<file path="src/rtl/alarm_pkg.sv">
package alarm_pkg;

  // ----------------------------------------------------------------
  // register byte offsets
  // ----------------------------------------------------------------
  localparam logic [7:0] OFS_TX_MAP_SIZE  = 8'h00;  // transmit map size, bytes
  localparam logic [7:0] OFS_RX_MAP_SIZE  = 8'h04;  // receive map size, bytes
  localparam logic [7:0] OFS_LINK_TIME    = 8'h08;  // lost_link_detect_time, ms
  localparam logic [7:0] OFS_OD_VENDOR    = 8'h0C;  // dictionary vendor id
  localparam logic [7:0] OFS_OD_PRODUCT   = 8'h10;  // dictionary product code
  localparam logic [7:0] OFS_OD_REVISION  = 8'h14;  // dictionary revision
  localparam logic [7:0] OFS_ALARM_FLAGS  = 8'h18;  // sticky alarm flags
  localparam logic [7:0] OFS_ALARM_CODE   = 8'h1C;  // first alarm code
  localparam logic [7:0] OFS_INT_STATUS   = 8'h20;  // interrupt status, read clears
  localparam logic [7:0] OFS_INT_MASK     = 8'h24;  // interrupt mask
  localparam logic [7:0] OFS_LINK_STATUS  = 8'h28;  // port link and watch state

  // ----------------------------------------------------------------
  // alarm index, field positions and codes
  // ----------------------------------------------------------------
  localparam int          NUM_ALARMS      = 5;
  localparam int          AL_TX_MAP       = 0;      // main 85 sub 0
  localparam int          AL_RX_MAP       = 1;      // main 85 sub 1
  localparam int          AL_LOST_LINK    = 2;      // main 85 sub 2
  localparam int          AL_EEPROM       = 3;      // main 85 sub 3
  localparam int          AL_ESTOP        = 4;      // main 87 sub 0
  localparam logic [7:0]  MAIN_FIELDBUS   = 8'h55;  // 85 decimal
  localparam logic [7:0]  MAIN_ESTOP      = 8'h57;  // 87 decimal
  localparam int          CODE_VALID_BIT  = 16;     // alarm code register valid bit
  localparam logic [7:0]  MAP_LIMIT_BYTES = 8'h20;  // 32 bytes

  // ----------------------------------------------------------------
  // slave controller expected values
  // ----------------------------------------------------------------
  localparam logic [15:0] PDI_CTRL_EXPECT   = 16'h0C08;
  localparam logic [15:0] SYNC_CFG_EXPECT   = 16'h6600;
  localparam logic [15:0] SYNC_PULSE_EXPECT = 16'h0064;
  localparam int          SYNC_MAP_BIT      = 3;

  // ----------------------------------------------------------------
  // fieldbus state encodings
  // ----------------------------------------------------------------
  localparam logic [3:0]  ESM_INIT   = 4'h1;
  localparam logic [3:0]  ESM_PREOP  = 4'h2;

  // ----------------------------------------------------------------
  // timing
  // ----------------------------------------------------------------
  localparam int          CLK_HZ         = 10_000_000;
  localparam int          LINK_UNIT_US   = 1000;   // lost-link time unit, us
  localparam int          LINK_UNIT_CYC  = (CLK_HZ / 1_000_000) * LINK_UNIT_US;

  // ----------------------------------------------------------------
  // reset values
  // ----------------------------------------------------------------
  localparam logic [15:0] LINK_TIME_RST = 16'h0001;
  localparam logic [4:0]  INT_MASK_RST  = 5'h00;

  // ----------------------------------------------------------------
  // axi responses
  // ----------------------------------------------------------------
  localparam logic [1:0]  RESP_OKAY   = 2'h0;
  localparam logic [1:0]  RESP_SLVERR = 2'h2;

endpackage

</file>
<file path="src/rtl/lost_link_timer.sv">
`timescale 1ns/10ps
module lost_link_timer
  import alarm_pkg::*;
(
  input  wire logic        aclk,
  input  wire logic        aresetn,
  input  wire logic        tick,        // one-cycle unit pulse
  input  wire logic        arm,         // init to preop transition pulse
  input  wire logic        active,      // fieldbus state is past init
  input  wire logic        link_up,     // port link present
  input  wire logic [15:0] limit,       // units until expiry
  output logic             watch,       // port counted
  output logic             expired      // one-cycle expiry pulse
);

  logic [15:0] count_q;  // units spent without link

  // ----------------------------------------------------------------
  // watch state
  // ----------------------------------------------------------------
  // a port without link at arming is left out; once its link shows up
  // it is watched like the others, so a later drop still counts
  always_ff @(posedge aclk)
  begin
    if (!aresetn)
      watch <= 1'b0;
    else if (arm)
      watch <= link_up;
    else if (!active)
      watch <= 1'b0;
    else if (link_up)
      watch <= 1'b1;
  end

  // ----------------------------------------------------------------
  // down-time counter
  // ----------------------------------------------------------------
  always_ff @(posedge aclk)
  begin
    if (!aresetn)
    begin
      count_q <= 16'h0000;
      expired <= 1'b0;
    end
    else
    begin
      expired <= 1'b0;
      if (arm || link_up || !watch || !active)
        count_q <= 16'h0000;
      else if (tick && count_q != 16'hFFFF)
      begin
        count_q <= count_q + 16'h0001;
        // fires once, on the limit-th tick after the drop, so between limit-1 and limit units after it
        if (count_q + 16'h0001 == limit)
          expired <= 1'b1;
      end
    end
  end

endmodule // lost_link_timer

</file>
<file path="config.mk">
export PLATFORM = sky130hd
export DESIGN_NAME = lost_link_timer
export DESIGN_NICKNAME = d
export VERILOG_FILES = /design/src/rtl/alarm_pkg.sv /design/src/rtl/lost_link_timer.sv
export SDC_FILE = /design/constraint.sdc
export NUM_CORES = 1
export LEC_CHECK = 0
export BUFFER_PORTS_ARGS = -buffer_cell sky130_fd_sc_hd__clkbuf_2
export CORE_ASPECT_RATIO = 0.7
export CORE_MARGIN = 3
export CORE_UTILIZATION = 55
export CTS_CLUSTER_DIAMETER = 200
export DETAILED_ROUTE_END_ITERATION = 8
export HOLD_SLACK_MARGIN = 0.12
export PLACE_DENSITY = 0.77
export SYNTH_ARGS = -nofsm -noshare
export SYNTH_HDL_FRONTEND = slang
export SYNTH_SLANG_ARGS = --single-unit
</file>
<file path="constraint.sdc">
create_clock -name aclk -period 2.65 [get_ports aclk]
set_input_delay 0.53 -clock aclk [delete_from_list [all_inputs] [get_ports aclk]]
set_output_delay 0.53 -clock aclk [all_outputs]
set_load 0.05 [all_outputs]
</file>
==> After elaboration in Yosys (flattened, before gate mapping) <==
Index checks and enable logic that the tools add are counted.
{ "totals": {"in_bits": 22, "output_inout_bits": 2, "ramBits": 0, "n_memories": 0, "reg_bits": 18, "romBits": 0, "latchBits": 0, "elab_cells": 21} }
{ "op_classes": {"n_mul": 0, "mux": 4, "add_sub_neg": 1, "n_reduce_logical": 8, "div": 0, "bitwise": 2, "n_eq_ne": 3, "shift": 0, "magnitude_cmp": 0} }
{ "op_table": {"columns": ["cell", "count"], "rows": [
  ["adder 16 x 1 -> 16 bit (second input constant)", 1],
  ["equality test 16 bit", 1],
  ["!= test 16 bit (second input constant)", 1],
  ["2-to-1 mux 1 bit", 4],
  ["logical OR 1 bit", 3],
  ["!= test 3 x 2 -> 1 bit (second input constant)", 1],
  ["OR reduction 3 bit", 1],
  ["zero test 1 bit", 2],
  ["NOT 1 bit", 2],
  ["OR reduction 2 bit", 1],
  ["logical AND 1 bit", 1]
]} }

==> Depth between registers and ports, before layout <==
{ "logic_depth": {"depth_word": 4, "depth_mapped": 7, "ltp_nobuf": 6} }

==> Worst setup path before layout <==
No wires, ideal clock.
{ "synth_path": {"path_type": "reg2reg", "from": "register count_q[0]", "to": "register count_q[2]", "n_path_buf": 1, "period_less_slack_ns": 2.031, "setup_ns": 0.128, "stages_incl_launch_ff": 8, "required_time_ns": 2.522, "t_arrival_ns": 1.903, "slack_ns": 0.619, "path_cell_list": "dfxtp_1 > ha_1 > nand4_1 > nor4_1 > clkbuf_1 > nor3b_1 > xnor2_1 > nor2_1"} }
{ "synth_between": {"elab_chain_cells": 2, "word_cells_on_any_way": 3, "cone_classes": "add/sub (1); eq/ne (1); reduce/logical (1)"} }
{ "synth_lines": {"columns": ["item", "line", "text"], "rows": [
  ["start: declaration", "lost_link_timer.sv:16", "logic [15:0] count_q;"],
  ["start signal: assignment", "lost_link_timer.sv:52", "count_q <= count_q + 16'h0001;"],
  ["branches (longest 2 deep; another with adder 16 x 1 -> 16 bit)", null, null]
]} }
Several ways; the timed one is not identified.
A chain may end at the register's enable or synchronous reset.

==> Final worst setup path <==
{ "layout_path": {"from": "register count_q[0]", "to": "register expired"} }
{ "layout_between": {"elab_chain_cells": 4, "word_cells_on_any_way": 7, "cone_classes": "add/sub (1); eq/ne (2); mux (1); bitwise (1); reduce/logical (2)"} }
{ "layout_lines": {"columns": ["item", "line", "text"], "rows": [
  ["branches (longest 4 deep; another with adder 16 x 1 -> 16 bit)", null, null],
  ["end signal: assignment", "lost_link_timer.sv:43", "expired <= 1'b0;"],
  ["end signal: assignment", "lost_link_timer.sv:47", "expired <= 1'b0;"],
  ["end signal: assignment", "lost_link_timer.sv:55", "expired <= 1'b1;"],
  ["end: declaration", "lost_link_timer.sv:13", "output logic expired"]
]} }
Several ways; the timed one is not identified.

==> flow_summary.toml <==
[outcome]
outcome = "complete, no violations"

[cts]
clk_path_buf_depth = 2
clockRootBuffer = "clkbuf_4"
post-cts-setup-buffer-count = 0
clkLatencyLatePin_ns = 0.29
cts_tree = "built"
cts_inserted_buffers = 3
cts-resized-gates = 0
path_clk_slew_ns = 0.10
h-tree-depth = 1
postCtsHoldBufs = 0
cts.sinks = 18

[floorplan]
die-area_um2 = 3170
num_rows = 14
die_height_um = 48.0
core_um2 = 2260
ioPinCount = 24
die_w_um = 66.0
start_util = 0.613

[drt]
vias_per_cell = 6.17
routed_wl_um = 3310
post-route-drc-count = 0
drtPass1Iterations = 4
vias = 1315
wl_per_cell_um = 15.5
drtIter0Drc = 119
ant_nets = 0

[yosys]
post-synth-top-area-cell = "dfxtp_1"
post_synth_num_cell_types = 42
synth_area_per_cell_um2 = 8.39
synth.most_common_cell = "xnor2_1"
syn_area_um2 = 1390
yosysSeqAreaShare = 0.260
yosys-top-cells-area = "dfxtp_1, xnor2_1, nor4_1, xor2_1, nand4_1"
synthFlopType = "dfxtp_1"
async_flop_share = 0
syn_inst = 165
synthTopCellsByCount = "xnor2_1, dfxtp_1, nor2_1"
yosysWarnings = 0
netlist.area_leader.share = 0.260
syn_nets = 188
synth-seq-cells = 18
synth-edff-count = 0

[setup_path]
rr_worst_depth = 6
r2r-start = "count_q[0]"
setup.worst_path.class = "reg -> reg"
crit_path_end_kind = "register"
start_kind = "register"
arrival_ns = 2.44
cp.required_ns = 2.85
crit_fanout = 9
r2r_slack_ns = 0.42
reg2reg_to = "expired"

[timing]
period_minus_slack_ns = 2.23
finalHoldViolCount = 0
finalClockSkew_ns = 0.00243
setup-violations-final = 0
finalSetupTns_ns = 0
drv_slew = 0
max_slew_margin = 0.628
worst_slew_pin_slew_ns = 0.556
fmax_ghz = 0.448
layout_setup_ws_ns = 0.419
min_period_over_period = 0.842
rsz0062_at_grt = "false"

[placed_design]
dp_hpwl_um = 2590
place_congestion = 0.852
portBuffers = 23
place_worst_setup_slack_ns = 0.376

[grt]
grt_max_degree = 17
gr-usage-all-layers = 0.237
grt_overflow = 0
grt_pass1_vias = 1169
grt_first_pass_wirelength_um = 5540
antenna_found_initial = 0

[layout]
final_layout_size_suffix_gt1_frac = 0.238
antenna_cells = 0
nets = 206
area_growth_pct = 7.95

[min_path]
hold_start = "aresetn"
whs_endpoint = "watch"
min_path_cells = 2
hp-class = "in -> reg"

[power]
power.density_nw_per_um2 = 313
vdd_drop_max_uv = 223
power_leakage_nw = 0.477

[flow_run]
drv_cap = 0
[per-layer routing]
metal | share of wire | vias to the layer above | track usage
met3 | 0.089 | 2 | 0.0634
met4 | 0.0051 | 0 | 0.0486
met5 | 0 | - | 0
li1 | - | 635 | -
met1 | 0.46 | 616 | 0.330
met2 | 0.45 | 62 | 0.375
[layout by cell type, fill, tap and decap left out, types with 2 or more instances in the layout]
master	n
a211oi_1	2
a21oi_1	3
buf_4	3
clkbuf_2	23
clkbuf_4	3
dfxtp_1	18
inv_1	4
nand2_1	12
nand3_1	6
nand4_1	10
nor2_1	15
nor3_1	9
nor3b_1	2
nor4_1	11
nor4_2	3
o21ai_0	2
xnor2_1	25
xor2_1	8
[per-stage QoR]
| stage | power [mW] | cells | area, µm² | util | hold slack (ns) |
|---|---|---|---|---|---|
| after floorplan | 0.310 | 165 | 1390 | - | 0.503 |
| after global placement | 0.333 | 210 | 1470 | 0.652 | 0.527 |
| after detailed placement | 0.336 | 210 | 1470 | 0.652 | 0.557 |
| after CTS | 0.472 | 213 | 1500 | 0.662 | 0.498 |
| after global routing | 0.493 | 213 | 1500 | 0.662 | 0.488 |
| final | 0.468 | 213 | 1500 | 0.662 | 0.501 |
[logic make-up (layout without fill, tap and decap cells)]
| family | count (synthesis) | count (layout) | synth area share |
|---|---|---|---|
| buf+inv | 17 | 33 | 0.0804 |
| compound gates | 15 | 15 | 0.0958 |
| xor+xnor | 33 | 33 | 0.209 |
| flops | 18 | 18 | 0.260 |
| fa+ha+maj | 1 | 1 | 0.00903 |
| simple gates | 81 | 81 | 0.346 |
[worst max-delay path by stage]
stage	from	endpoint	cells past startpoint
finish	count_q[0]	expired	6
global route	count_q[0]	expired	6
CTS	count_q[0]	expired	6
detailed placement	arm	expired	6
global placement	arm	expired	6
floorplan	count_q[0]	count_q[2]	7
[power breakdown]
group | switching, mW | leakage, nW | total, mW | internal, mW
Sequential | 0.000806 | 0.145 | 0.272 | 0.271
Combinational | 0.0305 | 0.318 | 0.0577 | 0.0272
Clock | 0.0856 | 0.0138 | 0.138 | 0.0529
[state kept, by name (all words and copies together) (netlist names)]
signal / cells
watch: 1
expired: 1
count_q: 16
[area by class of cell]
class / count / area [µm²]
inverter: 4 / 15.0
multi-input combinational: 130 / 920
fill: 200 / 764
timing repair buffer: 26 / 138
tap: 32 / 40.0
sequential: 18 / 360
clock buffer: 3 / 22.5
[worst max-delay path, stage by stage, from the launching register on]
cell	delay, ns
dfxtp_1	0.47
ha_1	0.28
nand3_1	0.29
nor4_2	0.58
and4b_2	0.31
nor4_1	0.05
nor4_1	0.17
No activity file was read; power rests on OpenSTA's default activity.
